==> config.mk <==
export PLATFORM = sky130hd
export DESIGN_NAME = ivm_interrupt_vector_mapping
export DESIGN_NICKNAME = d
export VERILOG_FILES = /design/src/verilog/ivm_pkg.sv /design/src/verilog/ivm_interrupt_vector_mapping.sv /design/src/verilog/ivm_prio_pick.sv /design/src/verilog/ivm_pin_cfg.sv
export SDC_FILE = /design/constraint.sdc
export NUM_CORES = 1
export LEC_CHECK = 0
export BUFFER_PORTS_ARGS = -buffer_cell sky130_fd_sc_hd__buf_4
export CAP_MARGIN = 30
export CORE_MARGIN = 2
export CORE_UTILIZATION = 40
export DETAILED_ROUTE_END_ITERATION = 6
export MAX_ROUTING_LAYER = met4
export PLACE_DENSITY = 0.71
export SLEW_MARGIN = 20
export SYNTH_ARGS = -nofsm -noshare
export SYNTH_HDL_FRONTEND = slang
export SYNTH_SLANG_ARGS = --single-unit
==> constraint.sdc <==
create_clock -name sys_clk -period 4.4 [get_ports sys_clk]
set_clock_uncertainty 0.05 [all_clocks]
set_input_delay 0.44 -clock sys_clk [delete_from_list [all_inputs] [get_ports sys_clk]]
set_output_delay 0.44 -clock sys_clk [all_outputs]
set_load 0.005 [all_outputs]
==> src/verilog/ivm_pkg.sv <==
// Constants and types shared by the interrupt vector mapping block
package ivm_pkg;

  // ==========================================================================
  // Sizes
  localparam int NUM_SLOTS = 11;
  localparam int NUM_INT_PINS = 9;
  localparam int SLOT_BITS = 4;

  // ==========================================================================
  // Fixed vectors
  localparam logic [15:0] VEC_RESET = 16'hfffe;
  localparam logic [15:0] VEC_TRAP = 16'hfffc;
  localparam logic [15:0] VEC_LOW_BYTE_STEP = 16'h0001;

  // ==========================================================================
  // Slot numbers
  localparam logic [3:0] SLOT_TIMEBASE = 4'h1;
  localparam logic [3:0] SLOT_EXT_A_LOW = 4'h2;
  localparam logic [3:0] SLOT_EXT_F_LOW = 4'h3;
  localparam logic [3:0] SLOT_EXT_B_LOW = 4'h4;
  localparam logic [3:0] SLOT_EXT_B_HIGH = 4'h5;
  localparam logic [3:0] SLOT_SPI = 4'h7;
  localparam logic [3:0] SLOT_TIMER1 = 4'h8;
  localparam logic [3:0] SLOT_TIMER2 = 4'h9;
  localparam logic [3:0] SLOT_SCI = 4'ha;

  // ==========================================================================
  // Vector table, slot 10 first
  localparam logic [NUM_SLOTS-1:0][15:0] SLOT_VECTOR = {
    16'hffe6, 16'hffe8, 16'hffea, 16'hffec, 16'hffee, 16'hfff0,
    16'hfff2, 16'hfff4, 16'hfff6, 16'hfff8, 16'hfffa};

  // ==========================================================================
  // Slot attribute masks
  // Slots 0 and 6 carry no source
  localparam logic [NUM_SLOTS-1:0] SLOT_USED = 11'h7be;
  // Halt exit: pin groups and serial peripheral only; timers never
  localparam logic [NUM_SLOTS-1:0] SLOT_HALT_EXIT = 11'h0bc;
  // Active-halt exit: time base plus halt-exit sources
  localparam logic [NUM_SLOTS-1:0] SLOT_AHALT_EXIT = 11'h0be;
  // Active-halt exit on flash variants: time base only
  localparam logic [NUM_SLOTS-1:0] SLOT_AHALT_FLASH = 11'h002;

  // ==========================================================================
  // Interrupt pins: 0 A3, 1 F0, 2 F1, 3 F2, 4 B0, 5 B1, 6 B2, 7 B3, 8 B4
  localparam logic [NUM_INT_PINS-1:0] PIN_PULLUP_MASK = 9'h176;
  localparam logic [3:0][NUM_INT_PINS-1:0] EXT_GROUP_PINS = {9'h100, 9'h0f0, 9'h00e, 9'h001};
  localparam logic [NUM_INT_PINS-1:0] PIN_IDLE_LEVEL = 9'h1ff;

  // ==========================================================================
  // Carriers
  typedef struct packed {
    logic rd_en;
    logic [15:0] addr;
  } ivm_fetch_type;

  typedef struct packed {
    logic is_reset;
    logic is_trap;
    logic [SLOT_BITS-1:0] slot;
  } ivm_serve_type;

  typedef struct packed {
    logic timebase;
    logic spi;
    logic timer1;
    logic timer2;
    logic sci;
  } ivm_periph_req_type;

  typedef struct packed {
    logic [NUM_INT_PINS-1:0] out_en;
    logic [NUM_INT_PINS-1:0] push_pull;
    logic [NUM_INT_PINS-1:0] pull_up;
    logic [NUM_INT_PINS-1:0] int_en;
  } ivm_pin_cfg_type;

endpackage : ivm_pkg

==> src/verilog/ivm_interrupt_vector_mapping.sv <==
// Interrupt source mapping, priority, wake-up and vector fetch sequencing
`timescale 1ns/1ps
module ivm_interrupt_vector_mapping #(
  parameter int PINS = ivm_pkg::NUM_INT_PINS
) (
  // Clock and reset
  input wire logic sys_clk,
  input wire logic resetn,
  input wire logic ce,
  // Reset pin and variant strap
  input wire logic reset_pin_n,
  input wire logic flash_variant,
  // Interrupt-capable pins
  input wire logic [PINS-1:0] int_pin,
  input wire logic [PINS-1:0] pin_dir,
  input wire logic [PINS-1:0] pin_opt,
  output ivm_pkg::ivm_pin_cfg_type pin_cfg,
  // Peripheral requests
  input wire ivm_pkg::ivm_periph_req_type periph_req,
  // Core side
  input wire logic trap_req,
  input wire logic core_ready,
  input wire logic cpu_int_mask,
  input wire logic halt_mode,
  input wire logic active_halt_mode,
  output logic wake,
  output logic in_reset,
  output ivm_pkg::ivm_serve_type served,
  output logic [ivm_pkg::NUM_SLOTS-1:0] src_ack,
  output logic pc_load,
  output logic [15:0] pc_value,
  // Vector memory port
  output ivm_pkg::ivm_fetch_type vec_fetch,
  input wire logic [7:0] vec_rd_data
);

  typedef enum logic [1:0] {ST_IDLE, ST_RD_HI, ST_RD_LO, ST_LOAD} ivm_state_type;

  if (PINS != ivm_pkg::NUM_INT_PINS) begin : g_check
    $error("ivm_interrupt_vector_mapping: PINS must match the pin table");
  end

  // ==========================================================================
  // Declarations
  logic [PINS-1:0] pin_meta, pin_sync, pin_last;
  logic [PINS-1:0] next_pin_meta, next_pin_sync, next_pin_last;
  logic rst_meta, rst_sync, next_rst_meta, next_rst_sync, next_in_reset;
  logic flash_mode, strap_taken, next_flash_mode, next_strap_taken;
  logic [3:0] ext_pend, next_ext_pend, ext_set, ext_clr;
  logic trap_pend, rst_pend, next_trap_pend, next_rst_pend;
  logic rst_hold, go_reset, go_trap, go_slot, next_wake;
  logic [PINS-1:0] pin_fall;
  logic [ivm_pkg::NUM_SLOTS-1:0] raw_pend, pend_vec, ahalt_mask;
  logic pick_valid;
  logic [ivm_pkg::SLOT_BITS-1:0] pick_index;
  ivm_state_type state, next_state;
  logic [15:0] vec, next_vec, next_pc_value;
  logic [7:0] hi_byte, next_hi_byte;
  logic next_pc_load;
  logic [ivm_pkg::NUM_SLOTS-1:0] next_src_ack;
  ivm_pkg::ivm_serve_type next_served;
  ivm_pkg::ivm_fetch_type next_fetch;

  // ==========================================================================
  // Input synchronisers
  always_comb begin
    next_pin_meta = int_pin;
    next_pin_sync = pin_meta;
    next_pin_last = pin_sync;
    next_rst_meta = reset_pin_n;
    next_rst_sync = rst_meta;
    next_in_reset = !rst_sync;
  end

  always_ff @(posedge sys_clk or negedge resetn) begin
    if (!resetn) begin
      pin_meta <= ivm_pkg::PIN_IDLE_LEVEL;
      pin_sync <= ivm_pkg::PIN_IDLE_LEVEL;
      pin_last <= ivm_pkg::PIN_IDLE_LEVEL;
      rst_meta <= 1'b1;
      rst_sync <= 1'b1;
      in_reset <= 1'b0;
    end else if (ce) begin
      pin_meta <= next_pin_meta;
      pin_sync <= next_pin_sync;
      pin_last <= next_pin_last;
      rst_meta <= next_rst_meta;
      rst_sync <= next_rst_sync;
      in_reset <= next_in_reset;
    end
  end

  assign rst_hold = !rst_sync;

  // ==========================================================================
  // Variant strap, caught on the first enabled edge after reset
  always_comb begin
    next_flash_mode = strap_taken ? flash_mode : flash_variant;
    next_strap_taken = 1'b1;
  end

  always_ff @(posedge sys_clk or negedge resetn) begin
    if (!resetn) begin
      flash_mode <= 1'b0;
      strap_taken <= 1'b0;
    end else if (ce) begin
      flash_mode <= next_flash_mode;
      strap_taken <= next_strap_taken;
    end
  end

  // ==========================================================================
  // Pin configuration
  ivm_pin_cfg #(
    .PINS(PINS)
  ) u_pin_cfg (
    .sys_clk(sys_clk),
    .resetn(resetn),
    .ce(ce),
    .hold_reset(rst_hold),
    .pin_dir(pin_dir),
    .pin_opt(pin_opt),
    .cfg(pin_cfg)
  );

  // ==========================================================================
  // Pending sources
  assign pin_fall = pin_last & ~pin_sync & pin_cfg.int_en;

  always_comb begin
    for (int g = 0; g < 4; g++) begin
      ext_set[g] = |(pin_fall & ivm_pkg::EXT_GROUP_PINS[g]);
      ext_clr[g] = go_slot && (pick_index == ivm_pkg::SLOT_EXT_A_LOW + 4'(g));
    end
    next_ext_pend = (ext_pend & ~ext_clr) | ext_set;
    next_trap_pend = (trap_pend && !go_trap) || trap_req;
    next_rst_pend = (rst_pend && !go_reset) || rst_hold;
  end

  always_ff @(posedge sys_clk or negedge resetn) begin
    if (!resetn) begin
      ext_pend <= '0;
      trap_pend <= 1'b0;
      rst_pend <= 1'b1;
    end else if (ce) begin
      ext_pend <= next_ext_pend;
      trap_pend <= next_trap_pend;
      rst_pend <= next_rst_pend;
    end
  end

  always_comb begin
    raw_pend = '0;
    raw_pend[ivm_pkg::SLOT_TIMEBASE] = periph_req.timebase;
    raw_pend[ivm_pkg::SLOT_EXT_A_LOW] = ext_pend[0];
    raw_pend[ivm_pkg::SLOT_EXT_F_LOW] = ext_pend[1];
    raw_pend[ivm_pkg::SLOT_EXT_B_LOW] = ext_pend[2];
    raw_pend[ivm_pkg::SLOT_EXT_B_HIGH] = ext_pend[3];
    raw_pend[ivm_pkg::SLOT_SPI] = periph_req.spi;
    raw_pend[ivm_pkg::SLOT_TIMER1] = periph_req.timer1;
    raw_pend[ivm_pkg::SLOT_TIMER2] = periph_req.timer2;
    raw_pend[ivm_pkg::SLOT_SCI] = periph_req.sci;
    pend_vec = raw_pend & ivm_pkg::SLOT_USED;
  end

  ivm_prio_pick #(
    .WIDTH(ivm_pkg::NUM_SLOTS)
  ) u_prio_pick (
    .req(pend_vec),
    .valid(pick_valid),
    .index(pick_index)
  );

  // ==========================================================================
  // Acceptance: reset, then trap, then maskable slots
  always_comb begin
    go_reset = (state == ST_IDLE) && !rst_hold && rst_pend;
    go_trap = (state == ST_IDLE) && !rst_hold && !rst_pend && core_ready && trap_pend;
    go_slot = (state == ST_IDLE) && !rst_hold && !rst_pend && core_ready && !trap_pend &&
              pick_valid && !cpu_int_mask;
  end

  // ==========================================================================
  // Vector fetch sequencer
  always_comb begin
    next_state = state;
    next_vec = vec;
    next_served = served;
    next_src_ack = '0;
    next_fetch = '0;
    next_hi_byte = hi_byte;
    next_pc_load = 1'b0;
    next_pc_value = pc_value;
    case (state)
      ST_IDLE: begin
        if (go_reset) begin
          next_vec = ivm_pkg::VEC_RESET;
          next_served = '{is_reset: 1'b1, is_trap: 1'b0, slot: '0};
        end else if (go_trap) begin
          next_vec = ivm_pkg::VEC_TRAP;
          next_served = '{is_reset: 1'b0, is_trap: 1'b1, slot: '0};
        end else if (go_slot) begin
          next_vec = ivm_pkg::SLOT_VECTOR[pick_index];
          next_served = '{is_reset: 1'b0, is_trap: 1'b0, slot: pick_index};
          next_src_ack[pick_index] = 1'b1;
        end
        if (go_reset || go_trap || go_slot) begin
          next_fetch = '{rd_en: 1'b1, addr: next_vec};
          next_state = ST_RD_HI;
        end
      end
      ST_RD_HI: begin
        next_fetch = '{rd_en: 1'b1, addr: vec + ivm_pkg::VEC_LOW_BYTE_STEP};
        next_state = ST_RD_LO;
      end
      ST_RD_LO: begin
        next_hi_byte = vec_rd_data;
        next_state = ST_LOAD;
      end
      ST_LOAD: begin
        next_pc_value = {hi_byte, vec_rd_data};
        next_pc_load = 1'b1;
        next_state = ST_IDLE;
      end
      default: begin
        next_state = ST_IDLE;
      end
    endcase
    if (rst_hold) begin
      next_state = ST_IDLE;
      next_fetch = '0;
      next_src_ack = '0;
      next_pc_load = 1'b0;
    end
  end

  always_ff @(posedge sys_clk or negedge resetn) begin
    if (!resetn) begin
      state <= ST_IDLE;
      vec <= '0;
      served <= '0;
      src_ack <= '0;
      vec_fetch <= '0;
      hi_byte <= '0;
      pc_load <= 1'b0;
      pc_value <= '0;
    end else if (ce) begin
      state <= next_state;
      vec <= next_vec;
      served <= next_served;
      src_ack <= next_src_ack;
      vec_fetch <= next_fetch;
      hi_byte <= next_hi_byte;
      pc_load <= next_pc_load;
      pc_value <= next_pc_value;
    end
  end

  // ==========================================================================
  // Wake-up from halt and active-halt
  always_comb begin
    ahalt_mask = flash_mode ? ivm_pkg::SLOT_AHALT_FLASH : ivm_pkg::SLOT_AHALT_EXIT;
    next_wake = (halt_mode && (rst_pend || |(pend_vec & ivm_pkg::SLOT_HALT_EXIT))) ||
                (active_halt_mode && (rst_pend || |(pend_vec & ahalt_mask)));
  end

  always_ff @(posedge sys_clk or negedge resetn) begin
    if (!resetn) begin
      wake <= 1'b0;
    end else if (ce) begin
      wake <= next_wake;
    end
  end
endmodule : ivm_interrupt_vector_mapping

==> src/verilog/ivm_prio_pick.sv <==
// Fixed-priority picker: lowest set index wins
`timescale 1ns/1ps
module ivm_prio_pick #(
  parameter int WIDTH = ivm_pkg::NUM_SLOTS
) (
  // Requests
  input wire logic [WIDTH-1:0] req,
  // Winner
  output logic valid,
  output logic [ivm_pkg::SLOT_BITS-1:0] index
);

  logic [WIDTH:0] below;
  logic [WIDTH:0][ivm_pkg::SLOT_BITS-1:0] idx_or;

  if (WIDTH < 2 || WIDTH > (1 << ivm_pkg::SLOT_BITS)) begin : g_check
    $error("ivm_prio_pick: WIDTH out of range");
  end

  assign below[0] = 1'b0;
  assign idx_or[0] = '0;

  // ==========================================================================
  // Priority chain
  for (genvar i = 0; i < WIDTH; i++) begin : g_bit
    assign below[i+1] = below[i] | req[i];
    assign idx_or[i+1] = idx_or[i] |
      ((req[i] && !below[i]) ? ivm_pkg::SLOT_BITS'(i) : '0);
  end

  assign valid = below[WIDTH];
  assign index = idx_or[WIDTH];

endmodule : ivm_prio_pick

==> src/verilog/ivm_pin_cfg.sv <==
// Interrupt-capable pin configuration decode with reset override
`timescale 1ns/1ps
module ivm_pin_cfg #(
  parameter int PINS = ivm_pkg::NUM_INT_PINS
) (
  // Clock and reset
  input wire logic sys_clk,
  input wire logic resetn,
  input wire logic ce,
  // Reset state
  input wire logic hold_reset,
  // Software configuration
  input wire logic [PINS-1:0] pin_dir,
  input wire logic [PINS-1:0] pin_opt,
  // Decoded configuration
  output ivm_pkg::ivm_pin_cfg_type cfg
);

  ivm_pkg::ivm_pin_cfg_type next_cfg;

  if (PINS != ivm_pkg::NUM_INT_PINS) begin : g_check
    $error("ivm_pin_cfg: PINS must match the pin table");
  end

  // ==========================================================================
  // Decode
  always_comb begin
    next_cfg.out_en = pin_dir;
    next_cfg.push_pull = pin_dir & pin_opt;
    next_cfg.int_en = ~pin_dir & pin_opt;
    next_cfg.pull_up = ~pin_dir & pin_opt & ivm_pkg::PIN_PULLUP_MASK;
    if (hold_reset) begin
      next_cfg = '0;
    end
  end

  // ==========================================================================
  // Register, floating input from reset
  always_ff @(posedge sys_clk or negedge resetn) begin
    if (!resetn) begin
      cfg <= '0;
    end else if (ce) begin
      cfg <= next_cfg;
    end
  end

endmodule : ivm_pin_cfg

==> tab_implementation.tex <==
\begin{tabular}{lr}
\hline
Metric & Value \\
\hline
\multicolumn{2}{l}{\textbf{Pwr}} \\
Cell leakage power & 3.65 nW \\
Total power per unit cell area & 524 nW/um\^{}2 \\
Power dissipated by switching net loads & 1.16 mW \\
Worst ir drop on vdd & 0.266 mV \\
Sequential share of power & 0.440 \\
Int Pwr & 3.03 mW \\
Logic pwr share & 0.208 \\
Part of the total power dissipated in the clock network & 0.352 \\
Switching power as a share of total power & 0.278 \\
\multicolumn{2}{l}{\textbf{Clock tree}} \\
Max clock buf depth & 2 \\
CTS H-Tree Depth & 4 \\
Post-cts gate resize count & 0 \\
Clock tree from TritonCTS & done \\
Worst-skew pair later-pin latency & 0.42 ns \\
Root Buffer Master & sky130\_fd\_sc\_hd\_\_clkbuf\_16 \\
Clock sink count & 143 \\
Buffers inserted during post-CTS setup optimization & 0 \\
Clock transition time at the flip-flop clock pins of the worst setup and hold paths & 0.06 ns \\
CTS Buf Count & 17 \\
\multicolumn{2}{l}{\textbf{Worst setup path}} \\
Register-to-register setup slack & 1.39 ns \\
List of cells traversed by the critical path & nand4b\_1 -> nor3\_2 -> and2\_1 -> o21ai\_2 -> mux2\_2 \\
Crit Path Max Fanout & 38 \\
Critical R2R Capture & served[0]\$\_DFFE\_PN0P\_ \\
Kind of capture point of the worst setup path & flop \\
Critical Path Source Type & flop \\
R2R cell count & 5 \\
Critical Path Max Stage Delay & 0.95 ns \\
Arrival time at the worst endpoint & 3.27 ns \\
Worst R2R Start & rst\_sync\$\_DFFE\_PN1P\_ \\
Data required time of the worst path & 4.65 ns \\
Class of the most critical setup path & reg2reg \\
Critical Path Slowest Stage Cell & sky130\_fd\_sc\_hd\_\_dfstp\_2 \\
\multicolumn{2}{l}{\textbf{Global routing}} \\
Total global routing track utilization & 0.186 \\
First-pass GRT wire length & 23400 microns \\
Global-route met1 utilization & 0.246 \\
Via count of the first global-routing pass & 4584 \\
Initial antenna violation count & 0 \\
Maximum number of pins on one net before global-route repair & 111 \\
GR Layer Usage met2 & 0.277 \\
Final global-route overflow total & 0 \\
Met3 track demand over resource & 0.0399 \\
Peak-usage layer in the global routing report & met2 \\
\multicolumn{2}{l}{\textbf{Layout}} \\
Summed area of non-filler cells in the final layout & 7990 sq um \\
Area taken by multi-input logic gates & 2280 sq um \\
FF+latch area & 3620 sq um \\
Final core utilization & 0.526 \\
Synth-to-Final Area Change & 28.3\% \\
Final layout net count & 723 \\
Number of antenna diodes & 0 \\
Fraction of layout instances using a drive strength above 1 & 0.387 \\
Fillcell total & 1345 \\
\multicolumn{2}{l}{\textbf{Drt}} \\
Detailed-route via count & 4630 \\
Residual antenna-violating net count after detailed routing & 0 \\
DRC violation count after routing & 0 \\
Sum of routed wire length over all layers & 14500 microns \\
Ratio of routed vias to standard cells & 5.33 \\
Final routed wire length divided by cell count & 16.7 microns \\
DR iter-0 viols & 404 \\
Number of detailed-route iterations in the first pass & 5 \\
\multicolumn{2}{l}{\textbf{Synthesis}} \\
Synth Flop Type & sky130\_fd\_sc\_hd\_\_dfrtp\_1 \\
Syn Area/Cell & 11.5 sq um \\
Share of Yosys cell area claimed by the top area cell type & 0.454 \\
Post-synthesis cell area & 6230 sq um \\
Leading area contributor after synthesis & sky130\_fd\_sc\_hd\_\_dfrtp\_1 \\
Most numerous cell in the Yosys netlist & sky130\_fd\_sc\_hd\_\_dfrtp\_1 \\
Post-synthesis register bit count & 143 \\
Most numerous cell types in the synthesized netlist & sky130\_fd\_sc\_hd\_\_dfrtp\_1, sky130\_fd\_sc\_hd\_\_mux2\_2, sky130\_fd\_sc\_hd\_\_inv\_1 \\
Distinct cells, synth & 53 \\
Sequential fraction of the synthesis area & 0.580 \\
Top cells by area in the synthesized netlist & sky130\_fd\_sc\_hd\_\_dfrtp\_1, sky130\_fd\_sc\_hd\_\_dfstp\_2, sky130\_fd\_sc\_hd\_\_mux2\_2 \\
Total of warnings raised by yosys & 0 \\
Number of flops mapped to enable cells by yosys & 0 \\
Cell count after synthesis & 542 \\
Ys async rst share & 1.00 \\
\multicolumn{2}{l}{\textbf{Timing}} \\
Number of max-slew violations in the final report & 0 \\
Peak Freq & 332 MHz \\
Final period util & 0.685 \\
Fin crit period & 3.01 ns \\
Setup repair after global routing missed its margin & no \\
Setup violations, final & 0 \\
Worst Tran Pin Value & 0.872 ns \\
Final Hold Violating Endpoints & 0 \\
Max-Slew Margin vs Limit & 0.419 \\
Hold Slack & 0.206 ns \\
Sum of negative setup slack & 0 ns \\
\multicolumn{2}{l}{\textbf{Hold path}} \\
Hold Crit Start & int\_pin[3] \\
Worst hold-check path type & in2reg \\
Worst min-delay path endpoint & next\_pin\_sync[3]\$\_DFFE\_PN1P\_ \\
Worst hold stages & 2 \\
\multicolumn{2}{l}{\textbf{Placed design}} \\
Port Buffer Count & 135 \\
HPWL reported at the end of detailed placement & 10100 microns \\
Global placer's final weighted congestion & 0.915 \\
Cell Area, Placed & 7330 sq um \\
\multicolumn{2}{l}{\textbf{Floorplan}} \\
Y dimension of the die & 129 microns \\
Floorplan core area & 15200 sq um \\
Total Die Area & 16600 sq um \\
Die Wd & 129 microns \\
Number of placement rows & 45 \\
Count of boundary I/O pins & 139 \\
Initial cell density of the core & 0.410 \\
\multicolumn{2}{l}{\textbf{Run status}} \\
Outcome & finished clean \\
\multicolumn{2}{l}{\textbf{Flow run}} \\
Maxcap violations & 0 \\
\hline
\end{tabular}
[metal layers]
layer | share of wire | vias up
li1 | - | 2147
met1 | 0.45 | 2294
met2 | 0.47 | 165
met3 | 0.052 | 24
met4 | 0.022 | 0
met5 | 0 | -
[state kept, by name (all words and copies together), names as in the netlist, 9 cells and up]
name,flops
vec,16
pc_value,16
src_ack,11
u_pin_cfg.cfg,27
vec_fetch,17
pin_last,9
next_pin_last,9
next_pin_sync,9
[power by group through the flow]
| stage | Sequential [mW] | Combinational [mW] | Clock [mW] |
|---|---|---|---|
| floorplan | 1.81 | 0.475 | 0 |
| global placement | 1.85 | 0.851 | 0 |
| detailed placement | 1.86 | 0.876 | 0 |
| CTS | 1.84 | 0.880 | 1.50 |
| global route | 1.89 | 0.967 | 1.55 |
| finish | 1.84 | 0.871 | 1.48 |
[per-stage QoR]
step | setup slack [ns] | instances | power (mW)
after global placement | 1.51 | 834 | 2.70
after detailed placement | 1.43 | 834 | 2.74
after global routing | 1.17 | 868 | 4.41
after floorplan | 2.23 | 544 | 2.28
after CTS | 1.40 | 866 | 4.23
final | 1.39 | 868 | 4.19
[worst max path at each step]
stage                               from                        to  slack, ns  cells past startpoint
finish              rst_sync$_DFFE_PN1P_     served[0]$_DFFE_PN0P_       1.39                      5
detailed placement  rst_sync$_DFFE_PN1P_     served[0]$_DFFE_PN0P_       1.43                      5
floorplan                  periph_req[4]  vec_fetch[3]$_DFFE_PN0P_       2.23                      9
global placement    rst_sync$_DFFE_PN1P_     served[0]$_DFFE_PN0P_       1.51                      5
CTS                 rst_sync$_DFFE_PN1P_     served[0]$_DFFE_PN0P_       1.40                      5
global route        rst_sync$_DFFE_PN1P_     served[0]$_DFFE_PN0P_       1.17                      5
[cells in the final DEF, fill, tap and decap left out, types with 7 or more instances in the layout]
cell type                     n
sky130_fd_sc_hd__clkbuf_16   20
sky130_fd_sc_hd__nand2b_1    12
sky130_fd_sc_hd__o22ai_1     11
sky130_fd_sc_hd__o221ai_1     9
sky130_fd_sc_hd__a21oi_1     10
sky130_fd_sc_hd__nand2_1     30
sky130_fd_sc_hd__a32o_1      12
sky130_fd_sc_hd__nand4_1     15
sky130_fd_sc_hd__xnor2_1      7
sky130_fd_sc_hd__xor2_1       7
sky130_fd_sc_hd__nand3_1     23
sky130_fd_sc_hd__dfrtp_1    113
sky130_fd_sc_hd__o21ai_0     31
sky130_fd_sc_hd__nor2_1      31
sky130_fd_sc_hd__inv_1       42
sky130_fd_sc_hd__dfstp_2     30
sky130_fd_sc_hd__mux2_2      54
sky130_fd_sc_hd__buf_4      137
[area by class of cell]
class	instances	area share
flip-flops and latches	143	0.452
multi-input cells	323	0.286
repair buffers	140	0.135
clock buffers	23	0.0665
well taps	188	0.0294
inverters	42	0.0197
clock inverters	9	0.0113
[cells by family after synthesis]
| family | after synthesis | synth area share |
|---|---|---|
| flip-flops | 143 | 0.580 |
| multiplexers | 55 | 0.0992 |
| AO/OA/AOI/OAI | 99 | 0.110 |
| other | 1 | 0.000602 |
| adder cells (fa/ha/maj) | 6 | 0.0121 |
| XOR/XNOR | 14 | 0.0197 |
| AND/OR/NAND/NOR | 146 | 0.124 |
| buffers and inverters | 78 | 0.0542 |
[critical path, delay by kind of cell (launching register included)]
kind	cells	cell delay (ns)
AND/OR/NAND/NOR	3	1.21
multiplexers	1	0.38
flip-flops	1	0.95
AO/OA/AOI/OAI	1	0.30
[timing repair]
item                                    in CTS  in global routing
endpoints found under the hold margin        0                 13
endpoints found under the setup margin       0                  0
hold buffers                                 0                  1
Note: power is estimated with default switching activity, not from simulation.
